$ cat config.mk
export PLATFORM = sky130hd
export DESIGN_NAME = lfte_ctrl
export DESIGN_NICKNAME = d
export VERILOG_FILES = /design/src/shared/lfte_pkg.sv /design/src/core/lfte_fifo.sv /design/src/core/lfte_ctrl.sv
export VERILOG_INCLUDE_DIRS = /design/src /design/src/shared
export SDC_FILE = /design/constraint.sdc
export NUM_CORES = 1
export LEC_CHECK = 0
export BUFFER_PORTS_ARGS = -buffer_cell sky130_fd_sc_hd__buf_2
export CORE_MARGIN = 5
export CORE_UTILIZATION = 25
export DETAILED_ROUTE_END_ITERATION = 8
export GPL_TIMING_DRIVEN = 0
export PLACE_DENSITY = 0.49
export SKIP_CTS_REPAIR_TIMING = 1
export SLEW_MARGIN = 20
export SYNTH_ARGS = -nofsm -noshare
export SYNTH_HDL_FRONTEND = slang
export SYNTH_SLANG_ARGS = --single-unit
$ cat constraint.sdc
create_clock -name clk_in -period 6.68 [get_ports clk_in]
set_input_delay 0.668 -clock clk_in [delete_from_list [all_inputs] [get_ports clk_in]]
set_output_delay 0.668 -clock clk_in [all_outputs]
set_load 0.03 [all_outputs]
$ cat src/shared/lfte_defs.svh
// Offsets, field positions, reset values and codes of the link feature tuning block
`ifndef LFTE_DEFS_SVH
`define LFTE_DEFS_SVH

// Register map (byte address on the configuration port)
`define LFTE_LINK_FEATURE_TUNING_OFS 8'hf4
`define LFTE_LINK_FEATURE_TUNING_RST 32'h00001000
`define LFTE_LINK_FEATURE_TUNING_WMASK 32'h00003086

// Field positions
`define LFTE_THRESH_HI 13
`define LFTE_THRESH_LO 12
`define LFTE_PRIO_BIT 7
`define LFTE_PERMIT_BIT 6
`define LFTE_IDLE_BIT 2
`define LFTE_ACCEL_BIT 1

// Threshold codes
`define LFTE_THR_2K 2'h0
`define LFTE_THR_1K7 2'h1
`define LFTE_THR_1K 2'h2
`define LFTE_THR_512 2'h3

// Nominal start levels in bytes, scaled onto the real queue depth
`define LFTE_THR_2K_BYTES 2048
`define LFTE_THR_1K7_BYTES 1700
`define LFTE_THR_1K_BYTES 1024
`define LFTE_THR_512_BYTES 512
`define LFTE_QUEUE_NOMINAL_BYTES 2048

// Control line codes
`define LFTE_CT_GRANT 2'h3
`define LFTE_CT_XMIT 2'h2

`endif

$ cat src/shared/lfte_pkg.sv
// Types shared by the link feature tuning block
`default_nettype none

package lfte_pkg;

   typedef enum logic [5:0] {
      st_idle    = 6'h01,
      st_req     = 6'h02,
      st_turn    = 6'h04,
      st_drive   = 6'h08,
      st_fin     = 6'h10,
      st_discard = 6'h20
   } lfte_state_t;

endpackage

`default_nettype wire

$ cat src/core/lfte_fifo.sv
// Transmit queue: parameterised FIFO with valid/ready on both sides
`timescale 1ns/10ps
`default_nettype none

module lfte_fifo #(
   parameter int WIDTH = 33,
   parameter int DEPTH = 16
) (
   input  wire logic                       clk_in,
   input  wire logic                       rst_in,
   input  wire logic                       in_valid_in,
   output logic                            in_ready_out,
   input  wire logic [WIDTH-1:0]           in_data_in,
   output logic                            out_valid_out,
   input  wire logic                       out_ready_in,
   output logic [WIDTH-1:0]                out_data_out,
   output logic [$clog2(DEPTH):0]          level_out
);
   localparam int AW = $clog2(DEPTH);
   localparam int CW = AW + 1;

   // DEPTH must be a power of two so the pointers wrap by themselves
   typedef struct packed {
      logic [AW-1:0] wr_ptr;
      logic [AW-1:0] rd_ptr;
      logic [CW-1:0] count;
      logic          ready;
      logic          avail;
   } lfte_fifo_state_t;

   lfte_fifo_state_t s_reg;
   lfte_fifo_state_t s_next;
   logic [WIDTH-1:0] mem [DEPTH];
   logic             push;
   logic             pop;

   assign push = in_valid_in && s_reg.ready;
   assign pop  = out_ready_in && s_reg.avail;

   always_comb begin
      s_next = s_reg;
      if (push) begin
         s_next.wr_ptr = s_reg.wr_ptr + 1'b1;
      end
      if (pop) begin
         s_next.rd_ptr = s_reg.rd_ptr + 1'b1;
      end
      s_next.count = s_reg.count + CW'(push) - CW'(pop);
      s_next.ready = (s_next.count != CW'(DEPTH));
      s_next.avail = (s_next.count != '0);
   end

   always_ff @(posedge clk_in) begin
      if (rst_in) begin
         s_reg <= '{wr_ptr: '0, rd_ptr: '0, count: '0, ready: 1'b1, avail: 1'b0};
      end else begin
         s_reg <= s_next;
      end
   end

   // Storage carries no reset; only words behind a valid count are ever read
   always_ff @(posedge clk_in) begin
      if (push) begin
         mem[s_reg.wr_ptr] <= in_data_in;
      end
   end

   assign in_ready_out  = s_reg.ready;
   assign out_valid_out = s_reg.avail;
   assign out_data_out  = mem[s_reg.rd_ptr];
   assign level_out     = s_reg.count;

endmodule // lfte_fifo

`default_nettype wire

$ cat src/core/lfte_ctrl.sv
// Link feature tuning register with transmit start control and link turnaround
//
// What this block does
// - Enhancement settings act only while the PHY enhancement gate input is set.
// - Register loads from host writes or from the serial configuration ROM.
// - Bits 13-12 pick start level: 2K, 1.7K (reset), 1K, 512 bytes.
// - After an underrun the retried packet uses the 2K store-and-forward level.
// - Below 2K, start at threshold level or once a whole packet is queued.
// - Queue draining mid-packet is an underrun, the packet is abandoned.
// - At 2K, start only after the end-of-packet word is queued.
// - Bit 7 enables priority arbitration requests.
// - Bit 2 inserts one idle cycle after grant before driving lines.
// - PHY hands over lines by driving 11b; without idle, drive at once.
// - Bit 1 advertises acceleration support to the PHY.
// - Reserved bits read zero and ignore writes.
// - Bit 6 reads zero; its ROM value drives the programming permit.
`timescale 1ns/10ps
`default_nettype none
`include "lfte_defs.svh"

module lfte_ctrl
   import lfte_pkg::*;
#(
   parameter int DATA_W = 32,
   parameter int DEPTH  = 16
) (
   input  wire logic              clk_in,
   input  wire logic              rst_in,
   input  wire logic [7:0]        cfg_addr_in,
   input  wire logic              cfg_wr_in,
   input  wire logic              cfg_rd_in,
   input  wire logic [31:0]       cfg_wdata_in,
   output logic [31:0]            cfg_rdata_out,
   input  wire logic              rom_load_in,
   input  wire logic [31:0]       rom_word_in,
   input  wire logic              phy_enhancement_gate_in,
   output logic                   phy_programming_permit_out,
   output logic                   priority_arb_enable_out,
   output logic                   accel_advertise_out,
   input  wire logic [DATA_W-1:0] tx_data_in,
   input  wire logic              tx_eop_in,
   input  wire logic              tx_valid_in,
   output logic                   tx_ready_out,
   input  wire logic [1:0]        link_phy_control_lines_in,
   output logic [1:0]             link_phy_control_lines_out,
   output logic                   link_phy_control_lines_oe_n_out,
   output logic                   link_request_out,
   output logic [DATA_W-1:0]      link_data_out,
   output logic                   link_eop_out,
   output logic                   link_valid_out,
   input  wire logic              link_ready_in,
   output logic                   underrun_out
);
   localparam int CW = $clog2(DEPTH) + 1;

   typedef struct packed {
      lfte_state_t       state;
      logic [1:0]        thresh;
      logic              prio_en;
      logic              idle_en;
      logic              accel_en;
      logic              permit;
      logic              sf_retry;
      logic [CW-1:0]     eop_cnt;
      logic [31:0]       rdata;
      logic [DATA_W-1:0] data;
      logic              eop;
      logic              valid;
      logic              underrun;
      logic              request;
      logic              oe_n;
      logic [1:0]        ct;
      logic              prio_out;
      logic              accel_out;
   } lfte_ctrl_state_t;

   lfte_ctrl_state_t s_reg;
   lfte_ctrl_state_t s_next;

   logic              q_ready;
   logic              q_valid;
   logic              q_pop;
   logic [DATA_W:0]   q_word;
   logic [CW-1:0]     q_level;
   logic              q_push_eop;
   logic              q_pop_eop;
   logic              sf_mode;
   logic              start_ok;
   logic              can_take;
   logic [31:0]       reg_view;

   ////////////////////////////////////////////////////////////////////////////
   // Functions

   // Nominal byte level scaled onto the real queue depth, rounded up, never 0
   function automatic logic [CW-1:0] thr_words(input logic [1:0] sel);
      int bytes;
      int words;
      case (sel)
         `LFTE_THR_2K:  bytes = `LFTE_THR_2K_BYTES;
         `LFTE_THR_1K7: bytes = `LFTE_THR_1K7_BYTES;
         `LFTE_THR_1K:  bytes = `LFTE_THR_1K_BYTES;
         `LFTE_THR_512: bytes = `LFTE_THR_512_BYTES;
         default:       bytes = `LFTE_THR_2K_BYTES;
      endcase
      words = (bytes * DEPTH + `LFTE_QUEUE_NOMINAL_BYTES - 1) / `LFTE_QUEUE_NOMINAL_BYTES;
      if (words < 1) begin
         words = 1;
      end
      return CW'(words);
   endfunction

   // Driving states own the control and data lines
   function automatic logic drives_lines(input lfte_state_t st);
      return (st == st_drive) || (st == st_fin);
   endfunction

   ////////////////////////////////////////////////////////////////////////////
   // Transmit queue

   lfte_fifo #(
      .WIDTH (DATA_W + 1),
      .DEPTH (DEPTH)
   ) u_queue (
      .clk_in        (clk_in),
      .rst_in        (rst_in),
      .in_valid_in   (tx_valid_in),
      .in_ready_out  (q_ready),
      .in_data_in    ({tx_eop_in, tx_data_in}),
      .out_valid_out (q_valid),
      .out_ready_in  (q_pop),
      .out_data_out  (q_word),
      .level_out     (q_level)
   );

   assign q_push_eop = tx_valid_in && q_ready && tx_eop_in;
   assign q_pop_eop  = q_pop && q_word[DATA_W];
   assign can_take   = !s_reg.valid || link_ready_in;

   // Without the gate the stored threshold is ignored and packets go out whole
   assign sf_mode = !phy_enhancement_gate_in ||
                    s_reg.sf_retry ||
                    (s_reg.thresh == `LFTE_THR_2K);

   // A queued end-of-packet always allows a start; the level only below 2K
   assign start_ok = (s_reg.eop_cnt != '0) ||
                     (!sf_mode && (q_level >= thr_words(s_reg.thresh)));

   always_comb begin
      q_pop = 1'b0;
      case (s_reg.state)
         st_drive:   q_pop = can_take && q_valid;
         st_discard: q_pop = q_valid;
         default:    q_pop = 1'b0;
      endcase
   end

   // Read view: reserved bits and bit 6 read as zero
   always_comb begin
      reg_view = '0;
      reg_view[`LFTE_THRESH_HI:`LFTE_THRESH_LO] = s_reg.thresh;
      reg_view[`LFTE_PRIO_BIT]  = s_reg.prio_en;
      reg_view[`LFTE_IDLE_BIT]  = s_reg.idle_en;
      reg_view[`LFTE_ACCEL_BIT] = s_reg.accel_en;
   end

   ////////////////////////////////////////////////////////////////////////////
   // Next state

   always_comb begin
      s_next          = s_reg;
      s_next.underrun = 1'b0;

      // Register loading; a ROM load in the same cycle as a write wins
      if (rom_load_in) begin
         s_next.thresh   = rom_word_in[`LFTE_THRESH_HI:`LFTE_THRESH_LO];
         s_next.prio_en  = rom_word_in[`LFTE_PRIO_BIT];
         s_next.idle_en  = rom_word_in[`LFTE_IDLE_BIT];
         s_next.accel_en = rom_word_in[`LFTE_ACCEL_BIT];
         s_next.permit   = rom_word_in[`LFTE_PERMIT_BIT];
      end else if (cfg_wr_in && (cfg_addr_in == `LFTE_LINK_FEATURE_TUNING_OFS)) begin
         // Only writable bits are taken; reserved and bit 6 writes are lost
         s_next.thresh   = cfg_wdata_in[`LFTE_THRESH_HI:`LFTE_THRESH_LO];
         s_next.prio_en  = cfg_wdata_in[`LFTE_PRIO_BIT];
         s_next.idle_en  = cfg_wdata_in[`LFTE_IDLE_BIT];
         s_next.accel_en = cfg_wdata_in[`LFTE_ACCEL_BIT];
      end

      if (cfg_rd_in) begin
         if (cfg_addr_in == `LFTE_LINK_FEATURE_TUNING_OFS) begin
            s_next.rdata = reg_view;
         end else begin
            s_next.rdata = '0;
         end
      end

      // Count of whole packets held in the queue
      s_next.eop_cnt = s_reg.eop_cnt + CW'(q_push_eop) - CW'(q_pop_eop);

      if (link_ready_in) begin
         s_next.valid = 1'b0;
      end

      case (s_reg.state)
         st_idle: begin
            // Decision taken here only, so a later threshold write cannot touch it
            if (start_ok) begin
               s_next.state = st_req;
            end
         end
         st_req: begin
            if (link_phy_control_lines_in == `LFTE_CT_GRANT) begin
               if (phy_enhancement_gate_in && s_reg.idle_en) begin
                  s_next.state = st_turn;
               end else begin
                  s_next.state = st_drive;
               end
            end
         end
         st_turn: begin
            s_next.state = st_drive;
         end
         st_drive: begin
            if (can_take) begin
               if (q_valid) begin
                  s_next.data  = q_word[DATA_W-1:0];
                  s_next.eop   = q_word[DATA_W];
                  s_next.valid = 1'b1;
                  if (q_word[DATA_W]) begin
                     s_next.state = st_fin;
                  end
               end else begin
                  // Queue ran dry before end-of-packet: abandon and retry whole
                  s_next.underrun = 1'b1;
                  s_next.sf_retry = 1'b1;
                  s_next.state    = st_discard;
               end
            end
         end
         st_fin: begin
            if (link_ready_in) begin
               s_next.sf_retry = 1'b0;
               s_next.state    = st_idle;
            end
         end
         st_discard: begin
            // Rest of the failed packet is dropped; the source resends it
            if (q_pop_eop) begin
               s_next.state = st_idle;
            end
         end
         default: begin
            s_next.state = st_idle;
         end
      endcase

      s_next.request   = (s_next.state == st_req);
      s_next.oe_n      = !drives_lines(s_next.state);
      s_next.ct        = drives_lines(s_next.state) ? `LFTE_CT_XMIT : 2'h0;
      s_next.prio_out  = phy_enhancement_gate_in && s_next.prio_en;
      s_next.accel_out = phy_enhancement_gate_in && s_next.accel_en;
   end

   ////////////////////////////////////////////////////////////////////////////
   // State register

   always_ff @(posedge clk_in) begin
      if (rst_in) begin
         s_reg           <= '0;
         s_reg.state     <= st_idle;
         s_reg.thresh    <= `LFTE_THR_1K7;
         s_reg.oe_n      <= 1'b1;
      end else begin
         s_reg <= s_next;
      end
   end

   ////////////////////////////////////////////////////////////////////////////
   // Outputs

   assign cfg_rdata_out                   = s_reg.rdata;
   assign phy_programming_permit_out      = s_reg.permit;
   assign priority_arb_enable_out         = s_reg.prio_out;
   assign accel_advertise_out             = s_reg.accel_out;
   assign tx_ready_out                    = q_ready;
   assign link_phy_control_lines_out      = s_reg.ct;
   assign link_phy_control_lines_oe_n_out = s_reg.oe_n;
   assign link_request_out                = s_reg.request;
   assign link_data_out                   = s_reg.data;
   assign link_eop_out                    = s_reg.eop;
   assign link_valid_out                  = s_reg.valid;
   assign underrun_out                    = s_reg.underrun;

endmodule // lfte_ctrl

`default_nettype wire

==> results.json <==
{
  "slew_violations": 0,
  "seqCellArea_um2": 17500,
  "die_w_um": 319,
  "internal-power_mw": 6.57,
  "via_per_inst": 4.40,
  "track_usage": 0.116,
  "fin_util": 0.297,
  "yosysTopAreaCell": "edfxtp_1",
  "rsz0062_at_grt": "no",
  "vdd_drop_max_mv": 0.134,
  "globalRouteOverflowTotal": 0,
  "r2r_cells": 17,
  "post-dp-hpwl_mm": 35.4,
  "synth.area.top_cells": "edfxtp_1, mux4_2, dfxtp_1, buf_4, ha_1",
  "yosys.area_share.simple": 0.0371,
  "ys_top_cells_by_count": "edfxtp_1, mux4_2, dfxtp_1",
  "synth_compound_area_frac": 0.0464,
  "clk_latency_ps": 600,
  "cp.required_ps": 7180,
  "wire_per_inst_um": 21.4,
  "use_met3": 0.0240,
  "min_path_type": "input port to flop",
  "ant_nets": 0,
  "synth-async-reset-ratio": 0,
  "fmax_ghz": 0.263,
  "synth_warnings": 0,
  "core-area_um2": 94700,
  "cts_buffers": 66,
  "setup_viol": 0,
  "final_cell_area_um2": 28200,
  "drt_iter0_drc": 850,
  "io_pins": 190,
  "cp_max_fo": 10,
  "clk_pin_slew_ps": 60,
  "multi_input_area_um2": 5600,
  "critPathArrivalTime_ps": 4300,
  "wl_mm": 59.6,
  "top_usage_layer": "met2",
  "vias": 12300,
  "grt_pass1_vias": 13000,
  "synth.area.mux_share": 0.126,
  "port_buffers": 106,
  "holdPathEnd": "phy_programming_permit_out",
  "setup_tns_ps": 0,
  "p_sw_frac": 0.229,
  "p_seq_frac": 0.512,
  "synth_cell_type_count": 53,
  "htree_num_levels": 3,
  "period_needed_ps": 3800,
  "synth_edf_count": 528,
  "critical_path_class": "flop to flop",
  "power_frac_clock": 0.409,
  "yosysSeqAreaShare": 0.735,
  "yosysMostFrequentCell": "edfxtp_1",
  "drc_errors": 0,
  "cts_tree": "built",
  "synth_xor_xnor_area_share": 0.00441,
  "syn_area_um2": 23800,
  "tightest_slew_ps": 969,
  "synth_top_family_by_area": "multiplexers",
  "r2r_slack_ps": 2880,
  "fin_nets": 1605,
  "nFillCells": 9383,
  "grt_use_met1": 0.146,
  "place_area_um2": 26100,
  "hold_viol_final": 0,
  "synth-main-ff-cell": "edfxtp_1",
  "hp-start": "rom_word_in[6]",
  "synthAdderAreaFrac": 0.0143,
  "slew-limit-headroom": 0.354,
  "p_switching_mw": 1.95,
  "grt_max_degree": 34,
  "syn2layout_area_growth_pct": 18.2,
  "max_cap_violations": 0,
  "place_congestion": 0.729,
  "start_util": 0.251,
  "synth.top_cell.area_share": 0.666,
  "outcome": "finished clean",
  "grt_pass1_wl_mm": 87.7,
  "drive_above_1_share": 0.288,
  "pwr-share-comb": 0.079,
  "die_area_um2": 102000,
  "fin_crit_sh": 0.569,
  "ctsLongestPathBuffers": 3,
  "p_leak_nw": 9.25,
  "first_pass_iters": 5,
  "p_per_area_nw_per_um2": 303,
  "clock-sinks": 610,
  "skew_ps": 24.4,
  "synth-seq-cells": 610,
  "endpoint_kind": "flop",
  "fp.dieH_um": 319,
  "r2r-end": "s_reg[77]",
  "largest_reg_flops": 528,
  "worstHoldPathCells": 3,
  "syn_inst": 1262,
  "antenna_found_initial": 8,
  "cts-root-buf": "clkbuf_16",
  "start_kind": "flop",
  "syn_avg_cell_area_um2": 18.9,
  "num_rows": 113,
  "grtUsageMet2": 0.200
}
-- placed cells by master, fill, tap and decap left out, types with 8 or more instances in the layout --
| master | count |
|---|---|
| a22o_1 | 32 |
| conb_1 | 29 |
| a21oi_1 | 22 |
| dfxtp_1 | 82 |
| nor2_1 | 27 |
| xor2_1 | 8 |
| and2_4 | 12 |
| mux2i_1 | 8 |
| clkbuf_16 | 67 |
| clkbuf_1 | 59 |
| clkinv_2 | 11 |
| nand2b_1 | 9 |
| edfxtp_1 | 528 |
| buf_4 | 68 |
| nand2_1 | 15 |
| nand3_1 | 51 |
| inv_1 | 29 |
| clkinv_1 | 8 |
| a221oi_1 | 32 |
| nor2b_1 | 11 |
| ha_1 | 24 |
| buf_2 | 123 |
| o21ai_0 | 39 |
| mux4_2 | 130 |
-- layout make-up --
cell class / count / area share
antenna: 3 / 0.000267
buffer: 129 / 0.0273
clock buffer: 92 / 0.0650
clock inverter: 28 / 0.00826
inverter: 29 / 0.00387
multi-input combinational: 522 / 0.199
sequential: 610 / 0.621
tap: 1265 / 0.0562
timing repair buffer: 106 / 0.0188
-- critical path, cell delays in order, from the launching register on --
cell and delay, ps:
dfxtp_1 300, buf_2 270, buf_2 330, clkbuf_1 580, nand3_1 150, o211ai_1 290
and2_1 240, nor2_1 50, ha_1 280, inv_1 40, ha_1 180, inv_1 70
fa_1 200, inv_1 50, a21oi_1 130, nor2_1 70, or3_1 340, a21oi_1 140
-- cells by family after synthesis --
group | after synthesis
other | 1
muxes | 138
buffers and inverters | 158
DFF | 610
xor gates and xnor gates | 12
and+or+nand+nor | 162
adders and majority gates | 26
AOI/OAI and AO/OA | 155
-- power groups by stage --
stage	clock, mW	sequential (mW)	combinational (mW)
after detailed placement	0	4.45	0.685
final	3.48	4.36	0.674
after CTS	3.58	4.36	0.689
after global placement	0	4.44	0.661
after floorplan	0	4.44	0.431
after global routing	3.74	4.38	0.748
-- per-layer routing --
layer / up-vias / routed length [um]
met3: 96 / 3040
met2: 317 / 29900
met1: 6420 / 25200
met5: - / 41
met4: 6 / 1410
li1: 5422 / -
-- through the flow --
| stage | worst slack, ps | hold WS (ps) | cells | power (mW) |
|---|---|---|---|---|
| 2_1_floorplan | 3730 | 445 | 1290 | 4.87 |
| 3_3_place_gp | 2850 | 463 | 2661 | 5.11 |
| 3_5_place_dp | 2860 | 464 | 2661 | 5.13 |
| 4_1_cts | 2830 | 293 | 2781 | 8.63 |
| 5_1_grt | 2570 | 328 | 2781 | 8.86 |
| 6_report | 2880 | 335 | 2784 | 8.52 |
-- how the worst max path moves through the flow --
| stage | slack [ps] | endpoint | from | depth (start not counted) |
|---|---|---|---|---|
| 6_report | 2880 | s_reg[77] | flop | 17 |
| 5_1_grt | 2570 | s_reg[77] | flop | 17 |
| 4_1_cts | 2830 | s_reg[77] | flop | 17 |
| 3_5_place_dp | 2860 | s_reg[77] | flop | 17 |
| 3_3_place_gp | 2850 | s_reg[77] | flop | 17 |
| 2_1_floorplan | 3730 | s_reg[77] | flop | 18 |
Power figures use the tool's default switching activity.
